File: config.mk
export PLATFORM = sky130hd
export DESIGN_NAME = lprs_top
export DESIGN_NICKNAME = d
export VERILOG_FILES = /design/src/hw/lprs_pkg.sv /design/src/hw/lprs_top.sv /design/src/hw/lprs_sync.sv /design/src/hw/lprs_xcnt.sv
export SDC_FILE = /design/constraint.sdc
export NUM_CORES = 1
export LEC_CHECK = 0
export BUFFER_PORTS_ARGS = -buffer_cell sky130_fd_sc_hd__buf_2
export CAP_MARGIN = 10
export CORE_UTILIZATION = 50
export DETAILED_ROUTE_END_ITERATION = 12
export GPL_TIMING_DRIVEN = 0
export PLACE_DENSITY = 0.79
export SETUP_SLACK_MARGIN = 0.4
export SKIP_CTS_REPAIR_TIMING = 1
export SLEW_MARGIN = 20
export SYNTH_ARGS = -nofsm -noshare
export SYNTH_HDL_FRONTEND = slang
export SYNTH_SLANG_ARGS = --single-unit
File: constraint.sdc
create_clock -name i_clk_sys -period 2.83 [get_ports i_clk_sys]
set_input_delay 0.566 -clock i_clk_sys [delete_from_list [all_inputs] [get_ports i_clk_sys]]
set_output_delay 0.566 -clock i_clk_sys [all_outputs]
set_load 0.02 [all_outputs]
File: src/hw/lprs_pkg.sv
// Constants shared by the low-power and reset-status block.
// Assumes an 8-bit CPU bus with 16-bit addresses, one system clock.
package lprs_pkg;

  ////////////////////////////////////////////////////////////////////////////
  // Register addresses
  localparam logic [15:0] LPRS_ADDR_BRK_STATUS = 16'hfe00; // break_status
  localparam logic [15:0] LPRS_ADDR_RST_CAUSE = 16'hfe01; // reset_cause
  localparam logic [15:0] LPRS_ADDR_BRK_CTRL = 16'hfe03; // break_flag_control

  ////////////////////////////////////////////////////////////////////////////
  // Reset cause register bit positions
  localparam int LPRS_RC_POR_BIT = 7; // Power-on
  localparam int LPRS_RC_PIN_BIT = 6; // External reset line
  localparam int LPRS_RC_WDOG_BIT = 5; // Watchdog
  localparam int LPRS_RC_BADOP_BIT = 4; // Illegal opcode
  localparam int LPRS_RC_BADADR_BIT = 3; // Illegal address fetch
  localparam int LPRS_RC_MON_BIT = 2; // Monitor entry
  localparam int LPRS_RC_LOWV_BIT = 1; // Low voltage

  // Other register bit positions
  localparam int LPRS_BS_WAKE_BIT = 1; // Break wakeup flag in break_status
  localparam int LPRS_BC_ENA_BIT = 7; // Break clear enable in control reg

  ////////////////////////////////////////////////////////////////////////////
  // Reset values
  localparam logic [7:0] LPRS_RC_RESET = 8'h80; // Only power-on set
  localparam logic [7:0] LPRS_BS_RESET = 8'h00;
  localparam logic [7:0] LPRS_BC_RESET = 8'h00;
  localparam logic [7:0] LPRS_MON_VEC = 8'hff; // Erased vector byte value

  ////////////////////////////////////////////////////////////////////////////
  // Timing in crystal reference cycles
  localparam int LPRS_XCNT_W = 13;
  localparam logic [12:0] LPRS_STOP_REC_LONG = 13'h1000; // 4096 cycles
  localparam logic [12:0] LPRS_STOP_REC_SHORT = 13'h0020; // 32 cycles
  localparam logic [12:0] LPRS_PIN_SAMPLE_DLY = 13'h0020; // 32 cycles
  localparam logic [12:0] LPRS_RST_DRIVE_DEF = 13'h0010; // Reset line low time

endpackage : lprs_pkg

File: src/hw/lprs_top.sv
// Low-power mode control and reset-cause status of an 8-bit controller.
// Assumes the CPU core, break logic and reset sources share i_clk_sys;
// the crystal reference and the reset line arrive as asynchronous pins.
//
// Function
// - Wait or stop clears CPU interrupt mask
// - Wait stops CPU clock, peripherals keep running
// - Wait wake: stacking starts one cycle later
// - Reset or break ends wait; break sets flag
// - Watchdog enabled and running when option clear
// - Stop clears counter, gates both clock outputs
// - Stop ends on interrupt after recovery, on reset at once
// - Recovery 4096 crystal cycles, 32 if fast
// - Counter held cleared until recovery begins
// - Registers decoded at FE00, FE01, FE03
// - Break wakeup flag reads one after break exit
// - Reading reset cause clears all flags
// - Power-on sets its flag, clears others
// - One reset cause flag per source
// - Illegal address flag only on fetches
// - Monitor flag on erased vectors, high request
// - Drive reset line; sample 32 cycles later
// - Break clear enable guards flag clearing
// - Two-step clears stay guarded during break
`timescale 1ns/10ps
module lprs_top
  import lprs_pkg::*;
#(
  parameter logic [12:0] RST_DRIVE_XCYC = LPRS_RST_DRIVE_DEF
) (
  input wire logic i_clk_sys,
  input wire logic i_rst_n,
  input wire logic i_ce,
  // CPU register port
  input wire logic [15:0] i_addr,
  input wire logic [7:0] i_wdata,
  input wire logic i_rd,
  input wire logic i_wr,
  output logic [7:0] o_rdata,
  // CPU low-power and wake events
  input wire logic i_wait_exec,
  input wire logic i_stop_exec,
  input wire logic i_irq_req,
  input wire logic i_break_irq,
  input wire logic i_break_state,
  // Option bits
  input wire logic i_watchdog_disable_option,
  input wire logic i_fast_wake_select,
  // Reset sources
  input wire logic i_wdog_rst,
  input wire logic i_bad_op_rst,
  input wire logic i_bad_fetch,
  input wire logic i_bad_data,
  input wire logic i_low_v_rst,
  input wire logic i_vec_fetch_done,
  input wire logic [7:0] i_vec_hi,
  input wire logic [7:0] i_vec_lo,
  input wire logic i_irq_pin,
  // Crystal reference pin
  input wire logic i_crystal_clock_ref,
  // Open-drain reset line
  input wire logic i_rst_line_i,
  output logic o_rst_line_o,
  output logic o_rst_line_oe,
  // Clock gates and CPU controls
  output logic o_cpu_clk_en,
  output logic o_periph_clk_en,
  output logic o_bus_clock_source_en,
  output logic o_crystal_clock_ref_en,
  output logic o_clr_int_mask,
  output logic o_stack_start,
  output logic o_int_reset,
  output logic o_wdog_en,
  output logic o_flag_clear_ok
);

  ////////////////////////////////////////////////////////////////////////////
  // Types and functions

  // Power states of the core
  typedef enum logic [1:0] {
    ST_RUN,
    ST_WAIT,
    ST_STOP_HOLD,
    ST_STOP_REC
  } lprs_pwr_e;

  // Reset line sequencer states
  typedef enum logic [1:0] {
    RS_IDLE,
    RS_DRIVE,
    RS_SETTLE
  } lprs_rs_e;

  // Address match for one register
  function automatic logic lprs_hit(input logic [15:0] addr, input logic [15:0] off);
    lprs_hit = (addr == off);
  endfunction : lprs_hit

  ////////////////////////////////////////////////////////////////////////////
  // Declarations

  lprs_pwr_e pwr_q; // Current power state
  lprs_pwr_e pwr_d; // Next power state
  lprs_rs_e rs_q; // Reset line state
  lprs_rs_e rs_d; // Next reset line state

  logic [7:0] rc_q; // reset_cause_reg
  logic [7:0] bs_q; // break_status_reg
  logic [7:0] bc_q; // break_flag_ctrl_reg
  logic [7:0] rdata_q; // Registered read data
  logic xtal_prev_q; // Last synced crystal level
  logic por_win_q; // First vector fetch since power-on pending

  logic cpu_clk_en_q; // Output flops
  logic periph_clk_en_q;
  logic gen_clk_en_q;
  logic clr_mask_q;
  logic stack_q;
  logic int_rst_q;
  logic rst_oe_q;
  logic rst_o_q;
  logic wdog_en_q;
  logic clr_ok_q;

  logic xtal_s; // Synced crystal reference
  logic rst_line_s; // Synced reset line
  logic stop_done; // Stop recovery count reached
  logic rs_done; // Reset line count reached

  ////////////////////////////////////////////////////////////////////////////
  // Pin synchronisers

  // Crystal reference is sampled, not used as a clock
  lprs_sync #(.W(2), .RST_VAL(2'b11)) u_sync (
    .i_clk_sys(i_clk_sys),
    .i_rst_n(i_rst_n),
    .i_ce(i_ce),
    .i_async({i_crystal_clock_ref, i_rst_line_i}),
    .o_sync({xtal_s, rst_line_s})
  );

  // Rising edge of the crystal reference; limits it to below half i_clk_sys
  wire xtal_tick = xtal_s & ~xtal_prev_q;

  ////////////////////////////////////////////////////////////////////////////
  // Register decode

  wire hit_bs = lprs_hit(i_addr, LPRS_ADDR_BRK_STATUS);
  wire hit_rc = lprs_hit(i_addr, LPRS_ADDR_RST_CAUSE);
  wire hit_bc = lprs_hit(i_addr, LPRS_ADDR_BRK_CTRL);

  // Clearing allowed outside break, or in break when enabled
  wire clear_ok = ~i_break_state | bc_q[LPRS_BC_ENA_BIT];

  // Read mux; unmapped addresses read zero
  wire [7:0] rd_mux = hit_bs ? bs_q :
                      hit_rc ? rc_q :
                      hit_bc ? bc_q : 8'h00;

  ////////////////////////////////////////////////////////////////////////////
  // Reset sources

  // Monitor entry: erased vectors with request line high after power-on
  wire mon_set = i_vec_fetch_done & por_win_q & i_irq_pin
               & (i_vec_hi == LPRS_MON_VEC) & (i_vec_lo == LPRS_MON_VEC);

  // Data accesses to illegal space are ignored here
  wire bad_fetch_set = i_bad_fetch;

  // Any internal source starts a reset line drive
  wire int_src = i_wdog_rst | i_bad_op_rst | bad_fetch_set | mon_set | i_low_v_rst;

  // Line pulled low by someone else while idle
  wire ext_low = (rs_q == RS_IDLE) & ~rst_line_s & ~int_src;

  // Late sample of the line after our own drive
  wire pin_late = (rs_q == RS_SETTLE) & rs_done & ~rst_line_s;

  // Per-source set vector
  wire [7:0] rc_set = ({7'h00, ext_low | pin_late} << LPRS_RC_PIN_BIT)
                    | ({7'h00, i_wdog_rst} << LPRS_RC_WDOG_BIT)
                    | ({7'h00, i_bad_op_rst} << LPRS_RC_BADOP_BIT)
                    | ({7'h00, bad_fetch_set} << LPRS_RC_BADADR_BIT)
                    | ({7'h00, mon_set} << LPRS_RC_MON_BIT)
                    | ({7'h00, i_low_v_rst} << LPRS_RC_LOWV_BIT);

  // Read clear, set wins in the same cycle
  wire rc_clr = i_rd & hit_rc & clear_ok;
  wire [7:0] rc_d = (rc_clr ? 8'h00 : rc_q) | rc_set;

  // Any reset returns the core to run
  wire any_reset = int_src | ext_low;

  ////////////////////////////////////////////////////////////////////////////
  // Break status and control

  // Break wakes from either low-power state
  wire in_low = (pwr_q != ST_RUN);
  wire bs_set = i_break_irq & in_low;
  // Writing zero clears the flag when clearing is allowed
  wire bs_clr = i_wr & hit_bs & ~i_wdata[LPRS_BS_WAKE_BIT] & clear_ok;
  wire bs_wake_d = (bs_q[LPRS_BS_WAKE_BIT] & ~bs_clr) | bs_set;
  wire [7:0] bs_d = {6'h00, bs_wake_d, 1'b0};

  // Control register write
  wire [7:0] bc_d = (i_wr & hit_bc) ? (i_wdata & 8'h80) : bc_q;

  ////////////////////////////////////////////////////////////////////////////
  // Power state machine

  // Recovery length from the fast wake option
  wire [12:0] stop_limit = i_fast_wake_select ? LPRS_STOP_REC_SHORT
                                              : LPRS_STOP_REC_LONG;

  // Wake events
  wire wait_wake = (pwr_q == ST_WAIT) & (i_irq_req | i_break_irq);
  wire stop_wake = (pwr_q == ST_STOP_HOLD) & (i_irq_req | i_break_irq);
  wire rec_end = (pwr_q == ST_STOP_REC) & stop_done;
  wire lp_enter = (pwr_q == ST_RUN) & (i_wait_exec | i_stop_exec);

  // Next power state; reset exits any mode at once
  always_comb begin
    pwr_d = pwr_q;
    if (any_reset) begin
      pwr_d = ST_RUN;
    end else begin
      case (pwr_q)
        ST_RUN: begin
          if (i_stop_exec) begin
            pwr_d = ST_STOP_HOLD;
          end else if (i_wait_exec) begin
            pwr_d = ST_WAIT;
          end
        end
        ST_WAIT: begin
          if (wait_wake) begin
            pwr_d = ST_RUN;
          end
        end
        ST_STOP_HOLD: begin
          if (stop_wake) begin
            pwr_d = ST_STOP_REC;
          end
        end
        ST_STOP_REC: begin
          if (stop_done) begin
            pwr_d = ST_RUN;
          end
        end
        default: begin
          pwr_d = ST_RUN;
        end
      endcase
    end
  end

  // Recovery counter is held clear until recovery starts
  wire stop_clr = (pwr_q != ST_STOP_REC);

  lprs_xcnt u_stop_cnt (
    .i_clk_sys(i_clk_sys),
    .i_rst_n(i_rst_n),
    .i_ce(i_ce),
    .i_clr(stop_clr),
    .i_tick(xtal_tick),
    .i_limit(stop_limit),
    .o_done(stop_done)
  );

  ////////////////////////////////////////////////////////////////////////////
  // Reset line sequencer

  // Drive low, release, then wait before the late sample
  always_comb begin
    rs_d = rs_q;
    case (rs_q)
      RS_IDLE: begin
        if (int_src) begin
          rs_d = RS_DRIVE;
        end
      end
      RS_DRIVE: begin
        if (rs_done) begin
          rs_d = RS_SETTLE;
        end
      end
      RS_SETTLE: begin
        if (rs_done) begin
          rs_d = RS_IDLE;
        end
      end
      default: begin
        rs_d = RS_IDLE;
      end
    endcase
  end

  // Clear on idle and on the drive-to-settle step, so done drops in time
  wire rs_clr = (rs_q == RS_IDLE) | ((rs_q == RS_DRIVE) & rs_done);
  wire [12:0] rs_limit = (rs_q == RS_DRIVE) ? RST_DRIVE_XCYC
                                            : LPRS_PIN_SAMPLE_DLY;

  lprs_xcnt u_rs_cnt (
    .i_clk_sys(i_clk_sys),
    .i_rst_n(i_rst_n),
    .i_ce(i_ce),
    .i_clr(rs_clr),
    .i_tick(xtal_tick),
    .i_limit(rs_limit),
    .o_done(rs_done)
  );

  ////////////////////////////////////////////////////////////////////////////
  // State registers

  // Power-on reset value: only the power-on flag set
  always_ff @(posedge i_clk_sys or negedge i_rst_n) begin
    if (!i_rst_n) begin
      pwr_q <= ST_RUN;
      rs_q <= RS_IDLE;
      rc_q <= LPRS_RC_RESET;
      bs_q <= LPRS_BS_RESET;
      bc_q <= LPRS_BC_RESET;
      xtal_prev_q <= 1'b1;
      por_win_q <= 1'b1;
    end else if (i_ce) begin
      pwr_q <= pwr_d;
      rs_q <= rs_d;
      rc_q <= rc_d;
      bs_q <= bs_d;
      bc_q <= bc_d;
      xtal_prev_q <= xtal_s;
      // Window closes after the first vector fetch
      if (i_vec_fetch_done) begin
        por_win_q <= 1'b0;
      end
    end
  end

  ////////////////////////////////////////////////////////////////////////////
  // Output registers

  // Clock gates follow the next state so they switch with it
  always_ff @(posedge i_clk_sys or negedge i_rst_n) begin
    if (!i_rst_n) begin
      cpu_clk_en_q <= 1'b1;
      periph_clk_en_q <= 1'b1;
      gen_clk_en_q <= 1'b1;
    end else if (i_ce) begin
      cpu_clk_en_q <= (pwr_d == ST_RUN);
      periph_clk_en_q <= (pwr_d == ST_RUN) | (pwr_d == ST_WAIT);
      gen_clk_en_q <= (pwr_d == ST_RUN) | (pwr_d == ST_WAIT);
    end
  end

  // One-cycle CPU pulses
  always_ff @(posedge i_clk_sys or negedge i_rst_n) begin
    if (!i_rst_n) begin
      clr_mask_q <= 1'b0;
      stack_q <= 1'b0;
    end else if (i_ce) begin
      clr_mask_q <= lp_enter;
      // Stacking is suppressed when a reset coincides with the wake
      stack_q <= (wait_wake | rec_end) & ~any_reset;
    end
  end

  // Reset line, watchdog enable and clear permission
  always_ff @(posedge i_clk_sys or negedge i_rst_n) begin
    if (!i_rst_n) begin
      int_rst_q <= 1'b0;
      rst_oe_q <= 1'b0;
      rst_o_q <= 1'b0;
      wdog_en_q <= 1'b0;
      clr_ok_q <= 1'b1;
    end else if (i_ce) begin
      int_rst_q <= (rs_d == RS_DRIVE);
      rst_oe_q <= (rs_d == RS_DRIVE);
      rst_o_q <= 1'b0; // Open drain: only ever drives low
      // Independent of wait so the watchdog keeps counting there
      wdog_en_q <= ~i_watchdog_disable_option;
      // Other modules gate both steps of two-step clears on this
      clr_ok_q <= clear_ok;
    end
  end

  // Read data, one cycle after the read strobe
  always_ff @(posedge i_clk_sys or negedge i_rst_n) begin
    if (!i_rst_n) begin
      rdata_q <= 8'h00;
    end else if (i_ce) begin
      rdata_q <= i_rd ? rd_mux : 8'h00;
    end
  end

  // Data-side illegal accesses leave the flags alone
  wire unused_ok = i_bad_data;

  assign o_rdata = rdata_q;
  assign o_cpu_clk_en = cpu_clk_en_q;
  assign o_periph_clk_en = periph_clk_en_q;
  assign o_bus_clock_source_en = gen_clk_en_q;
  assign o_crystal_clock_ref_en = gen_clk_en_q;
  assign o_clr_int_mask = clr_mask_q;
  assign o_stack_start = stack_q;
  assign o_int_reset = int_rst_q;
  assign o_rst_line_o = rst_o_q;
  assign o_rst_line_oe = rst_oe_q;
  assign o_wdog_en = wdog_en_q;
  assign o_flag_clear_ok = clr_ok_q;

endmodule : lprs_top

File: src/hw/lprs_sync.sv
// Two-stage synchroniser for asynchronous pin inputs.
// Assumes one system clock; the first stage feeds only the second.
`timescale 1ns/10ps
module lprs_sync #(
  parameter int W = 1,
  parameter logic [W-1:0] RST_VAL = '0
) (
  input wire logic i_clk_sys,
  input wire logic i_rst_n,
  input wire logic i_ce,
  input wire logic [W-1:0] i_async,
  output logic [W-1:0] o_sync
);

  logic [W-1:0] meta_q; // First stage, read only by the second
  logic [W-1:0] sync_q; // Second stage, safe for logic

  // Two flops in series
  always_ff @(posedge i_clk_sys or negedge i_rst_n) begin
    if (!i_rst_n) begin
      meta_q <= RST_VAL;
      sync_q <= RST_VAL;
    end else if (i_ce) begin
      meta_q <= i_async;
      sync_q <= meta_q;
    end
  end

  assign o_sync = sync_q;

endmodule : lprs_sync

File: src/hw/lprs_xcnt.sv
// Counter of crystal reference ticks with a registered done level.
// Assumes the tick is a one-cycle pulse in the system clock domain.
`timescale 1ns/10ps
module lprs_xcnt
  import lprs_pkg::*;
#(
  parameter int W = LPRS_XCNT_W
) (
  input wire logic i_clk_sys,
  input wire logic i_rst_n,
  input wire logic i_ce,
  input wire logic i_clr,
  input wire logic i_tick,
  input wire logic [W-1:0] i_limit,
  output logic o_done
);

  logic [W-1:0] cnt_q; // Ticks seen since clear
  logic done_q; // Limit reached, holds until clear
  wire [W-1:0] cnt_inc = cnt_q + 1'b1; // Next count

  // Clear wins; count only until done so the level stays put
  always_ff @(posedge i_clk_sys or negedge i_rst_n) begin
    if (!i_rst_n) begin
      cnt_q <= '0;
      done_q <= 1'b0;
    end else if (i_ce) begin
      if (i_clr) begin
        cnt_q <= '0;
        done_q <= 1'b0;
      end else if (i_tick && !done_q) begin
        cnt_q <= cnt_inc;
        done_q <= (cnt_inc == i_limit);
      end
    end
  end

  assign o_done = done_q;

endmodule : lprs_xcnt

# After elaboration in Yosys (flattened, before gate mapping)
# Index checks and enable logic that the tools add are counted.
dict set report classes {
  add_sub_neg 2
  n_eq_ne 15
  muxes 26
  n_bitwise 50
  reduce_logical 14
}
# operator n
set op_table {}
lappend op_table {{two-way mux 13 bit} 5}
lappend op_table {{== test 16 bit, second input constant} 3}
lappend op_table {{two-way mux 8 bit} 5}
lappend op_table {{adder 13 x 1 -> 13 bit, second input constant} 2}
lappend op_table {{AND 1 bit} 23}
lappend op_table {{two-way mux 2 bit} 9}
lappend op_table {{== test 8 bit, second input constant} 2}
lappend op_table {{== test 13 bit} 1}
lappend op_table {{== test 13 x 6 -> 1 bit} 1}
lappend op_table {{bitwise OR 1 bit} 13}
lappend op_table {{== test 2 x 1 -> 1 bit, second input constant} 4}
lappend op_table {{inverter 1 bit} 8}
lappend op_table {{bitwise OR 8 x 7 -> 8 bit} 1}
lappend op_table {{one-hot mux 2 bit (4 select lines)} 1}
lappend op_table {{AND reduction 2 bit} 4}
lappend op_table {{bitwise OR 7 x 2 -> 7 bit} 1}
lappend op_table {{bitwise OR 7 x 3 -> 7 bit} 1}
lappend op_table {{bitwise OR 7 x 4 -> 7 bit} 1}
lappend op_table {{bitwise OR 7 x 5 -> 7 bit} 1}
lappend op_table {{bitwise OR 7 x 6 -> 7 bit} 1}
lappend op_table {{== test 2 bit, second input constant} 3}
lappend op_table {{logical NOT 2 bit} 3}
lappend op_table {{two-way mux 6 bit} 1}
lappend op_table {{one-hot mux 2 bit (3 select lines)} 1}
lappend op_table {{5 further kinds} 12}
dict set report word_totals {
  register_bits 63
  in_bits 61
  wordCells 128
}

# Longest topological paths before layout
dict set report logic_depth {
  word_depth 15
  mapped_depth 7
  depth_no_buf 6
}

# Modules after synthesis
# From an unflattened synthesis, not the netlist that was laid out.
dict set report unflattened {
  cells_unflattened 404
  area_unflattened_um2 3764.9
}
# module instances cells_per_inst area_per_inst_um2
set modules_own_cells {}
lappend modules_own_cells {lprs_xcnt 2 129 1088.5}
lappend modules_own_cells {lprs_top 1 138 1437.6}
lappend modules_own_cells {lprs_sync 1 8 150.1}

# Worst setup path before layout
# OpenSTA, ideal clock, no wires.
dict set report synth_path {
  path_kind {input -> register}
  startpoint {input i_addr[4]}
  endpoint {register bc_q[7]}
  t_arrival_ns 1.851
  setup_slack_ns 0.852
  path_stages 4
  n_path_buf 0
  path_cell_list {or4b_1 nor4_2 nand4_1 mux2_1}
}
dict set report synth_between {
  elab_chain_len 3
}
# item line
set synth_lines {}
lappend synth_lines {{start: declaration} lprs_top.sv:35} ;# input wire logic [15:0] i_addr,
lappend synth_lines {{== test 16 bit} lprs_top.sv:97} ;# lprs_hit = (addr == off);
lappend synth_lines {{AND 1 bit} lprs_top.sv:207} ;# wire [7:0] bc_d = (i_wr & hit_bc) ? (i_wdata & 8'h80) : bc_q;
lappend synth_lines {{AND reduction 2 bit (no line)} -}
lappend synth_lines {{end signal: assignment} lprs_top.sv:324} ;# bc_q <= LPRS_BC_RESET;
lappend synth_lines {{end signal: assignment} lprs_top.sv:332} ;# bc_q <= bc_d;
lappend synth_lines {{end: declaration} lprs_top.sv:110} ;# logic [7:0] bc_q;
# No other way between the ends.
# A chain may end at the register's enable or synchronous reset.

# Worst setup path in the final report
dict set report layout_path {
  startpoint {register u_rs_cnt.cnt_q[0]}
  endpoint {register u_rs_cnt.done_q (netlist: u_rs_cnt.o_done)}
}
dict set report layout_between {
  elab_chain_len 4
}
# item line
set layout_lines {}
lappend layout_lines {{start: declaration} lprs_xcnt.sv:18} ;# logic [W-1:0] cnt_q;
lappend layout_lines {{start signal: assignment} lprs_xcnt.sv:32} ;# cnt_q <= cnt_inc;
lappend layout_lines {{adder 13 x 1 -> 13 bit} lprs_xcnt.sv:20} ;# wire [W-1:0] cnt_inc = cnt_q + 1'b1;
lappend layout_lines {{== test 13 x 6 -> 1 bit} lprs_xcnt.sv:33} ;# done_q <= (cnt_inc == i_limit);
lappend layout_lines {{two-way mux 1 bit} lprs_xcnt.sv:31} ;# end else if (i_tick && !done_q) begin
lappend layout_lines {{two-way mux 1 bit} lprs_xcnt.sv:28} ;# if (i_clr) begin
lappend layout_lines {{end signal: assignment} lprs_xcnt.sv:33}
lappend layout_lines {{end: declaration} lprs_xcnt.sv:19} ;# logic done_q;
# No other way between the ends. The select of a mux whose other input is x is not followed.

==> reports/qor.yml <==
floorplanning:
  fp.coreArea_sq_um: 6460
  die_area_sq_um: 7150
  fp.dieW_um: 84.5
  io_pins: 80
  fp-row-count: 29
  chipHeight_um: 84.5
  start_util: 0.528
place:
  place.gp.congestion: 0.866
  dp_cells: 506
  portBuffers: 70
  hpwlAfterDp_um: 5850
  place_area_sq_um: 3860
  dp_slack_ns: 0.581
cells_and_area:
  instances_no_fill: 522
  fillers: 528
  postLayoutCoreUtil: 0.633
  finalNetCount: 503
  drive_above_1_share: 0.290
  antenna_cells: 0
  stdcell_area_sq_um: 4090
  area_growth_pct: 20.0
worst_setup_path:
  crit_required_ns: 3.06
  worstSetupPathType: "register to register"
  worstPathMaxFanout: 9
  crit_path_start_kind: "register"
  worstRegToRegCells: 7
  arrival_ns: 2.43
  endpoint_kind: "register"
clock_tree:
  cts_htree_levels: 3
  clk_pin_slew_ns: 0.08
  cts_buffers: 9
  clock_path_buffers: 2
  insertion_delay_ns: 0.35
  cts.sinks: 61
  cts_root_buffer: "clkbuf_8"
  tritoncts: "done"
sta:
  clock_skew_ns: 0.0118
  max_freq_ghz: 0.453
  fin_crit_ns: 2.21
  tightest_slew_ns: 0.750
  finalHoldViolations: 0
  rsz0062_at_grt: "no"
  period_share: 0.780
  postLayoutSetupSlackWorst_ns: 0.622
  drv_slew: 0
  maxSlewHeadroom: 0.500
  whs_ns: 0.290
  setup_violations: 0
  tns_ns: 0
grt:
  antenna_found_initial: 0
  grtUsageTotal: 0.244
  grt_pass1_vias: 2968
  met2_usage: 0.401
  grt_first_pass_wirelength_um: 13800
  busiest_layer: "met2"
  grt_max_degree: 62
  grt_overflow: 0
  met1_usage: 0.316
  grt.met3_usage: 0.0551
route:
  wl_um: 8160
  vias: 3041
  vias_per_cell: 5.83
  dr.pass1.iters: 8
  wl_per_cell_um: 15.6
  post-route-drc-count: 6
  dr.first_iter.drc_count: 179
  ant_nets: 0
synth:
  async_flop_share: 1.00
  ys_ff_latch: 61
  synth_ff_type: "dfrtp_1"
  syn_area_sq_um: 3410
  synth_edf_count: 0
  synthDistinctLibCells: 59
  syn_avg_cell_area_sq_um: 9.52
  ys_seq_area_frac: 0.452
  ys.warnings.count: 0
  syn-instance-count: 358
flow_run:
  cap_violations: 0
power_and_ir_drop:
  peakVddDrop_mv: 0.403
  p_leak_nw: 1.78
  finalPower_mw: 2.27
  power_density_nw_per_um2: 555
run_status:
  outcome: "finished with violations"
  violations: "DRC"
hold_path:
  hold_path.class: "input pin to async pin"
## flip-flops by register name, summed over array words and instances, names as in the netlist, 2 cells and up
| name | flops |
|---|---|
| pwr_q | 2 |
| rc_q | 7 |
| rs_q | 2 |
| u_sync.meta_q | 2 |
| u_rs_cnt.cnt_q | 13 |
| u_stop_cnt.cnt_q | 13 |
| u_sync.o_sync | 2 |
| o_rdata | 7 |
## path summary, 6_finish.rpt
path / end / slack (ns) / from
worst max-delay path: u_rs_cnt.o_done / 0.62 / u_rs_cnt.cnt_q[0]
worst min-delay path: u_stop_cnt.cnt_q[5] / 0.29 / i_rst_n
worst max register to register: u_rs_cnt.o_done / 0.62 / u_rs_cnt.cnt_q[0]
worst min register to register: u_stop_cnt.cnt_q[12] / 0.49 / u_stop_cnt.cnt_q[12]
max in group asynchronous: rc_q[1] / 2.05 / i_rst_n
min in group i_clk_sys: por_win_q / 0.40 / i_vec_fetch_done
## cells in the mapped netlist (all sizes together) (3+ instances only)
cell type	n	area (sq um)
a21oi	8	40.0
nand3	15	85.1
or4	3	22.5
or4b	3	30.0
o21ai	45	225
mux2	12	135
o31ai	9	67.6
nand2	32	123
o41ai	3	26.3
inv	9	33.8
nor3	11	60.1
clkbuf	10	37.5
dfrtp	51	1280
nor2	24	90.1
nand4	13	87.6
a31oi	5	31.3
xor2	3	26.3
and3	5	31.3
xnor2	7	61.3
dfstp	10	263
a32o	3	30.0
a22o	12	105
nor4	8	108
buf	15	82.6
nand2b	8	57.6
## cell type report
cell class	instances	area, sq um	share of cell area
multi-input combinational	264	1720	0.422
timing repair buffer	70	353	0.0863
buffer	25	120	0.0294
clock inverter	7	98.8	0.0242
clock buffer	9	124	0.0303
sequential	61	1540	0.376
tap	77	96.3	0.0236
inverter	9	33.8	0.00826
## critical path, cell delays in order (launching register included)
cell	delay (ns)
dfrtp_1	0.51
ha_1	0.19
clkbuf_1	0.32
nand2_1	0.17
nor2_1	0.30
mux2_2	0.38
o311ai_1	0.09
o31ai_1	0.12
## power by group
group          internal (mW)  total [mW]  switching [mW]
logic                  0.152       0.390           0.239
clock network          0.500       0.872           0.373
registers              0.939        1.01          0.0671
## logic make-up after synthesis
kind of cell / count (synthesis) / share of synthesized area
other: 1 / 0.00110
xor gates and xnor gates: 10 / 0.0257
adders and majority gates: 2 / 0.00734
AOI/OAI and AO/OA: 103 / 0.196
muxes: 12 / 0.0397
DFF: 61 / 0.452
and+or+nand+nor: 135 / 0.233
buffers and inverters: 34 / 0.0452
## cells in the final DEF, fill, tap and decap left out, types with 4 or more instances in the layout
| cell type | Yosys | final |
|---|---|---|
| nor2_1 | 24 | 24 |
| clkbuf_8 | 0 | 9 |
| clkbuf_1 | 10 | 10 |
| nand4_1 | 12 | 12 |
| and3_1 | 5 | 5 |
| mux2_2 | 9 | 9 |
| buf_2 | 6 | 75 |
| o21ai_0 | 13 | 13 |
| nand2b_1 | 7 | 7 |
| nand3_1 | 13 | 13 |
| o21ai_1 | 32 | 32 |
| inv_1 | 8 | 8 |
| o31ai_1 | 9 | 9 |
| a22o_1 | 12 | 12 |
| xnor2_1 | 7 | 7 |
| dfstp_2 | 10 | 10 |
| a31oi_1 | 5 | 5 |
| dfrtp_1 | 51 | 51 |
| a21oi_1 | 8 | 8 |
| nor3_1 | 10 | 10 |
| buf_4 | 5 | 6 |
| nand2_1 | 31 | 31 |
| buf_1 | 4 | 4 |
## layer usage
layer,share of wire,vias up
li1,-,1488
met1,0.45,1486
met2,0.51,63
met3,0.037,4
met4,0.0049,0
met5,0,-
Power figures use the tool's default switching activity.
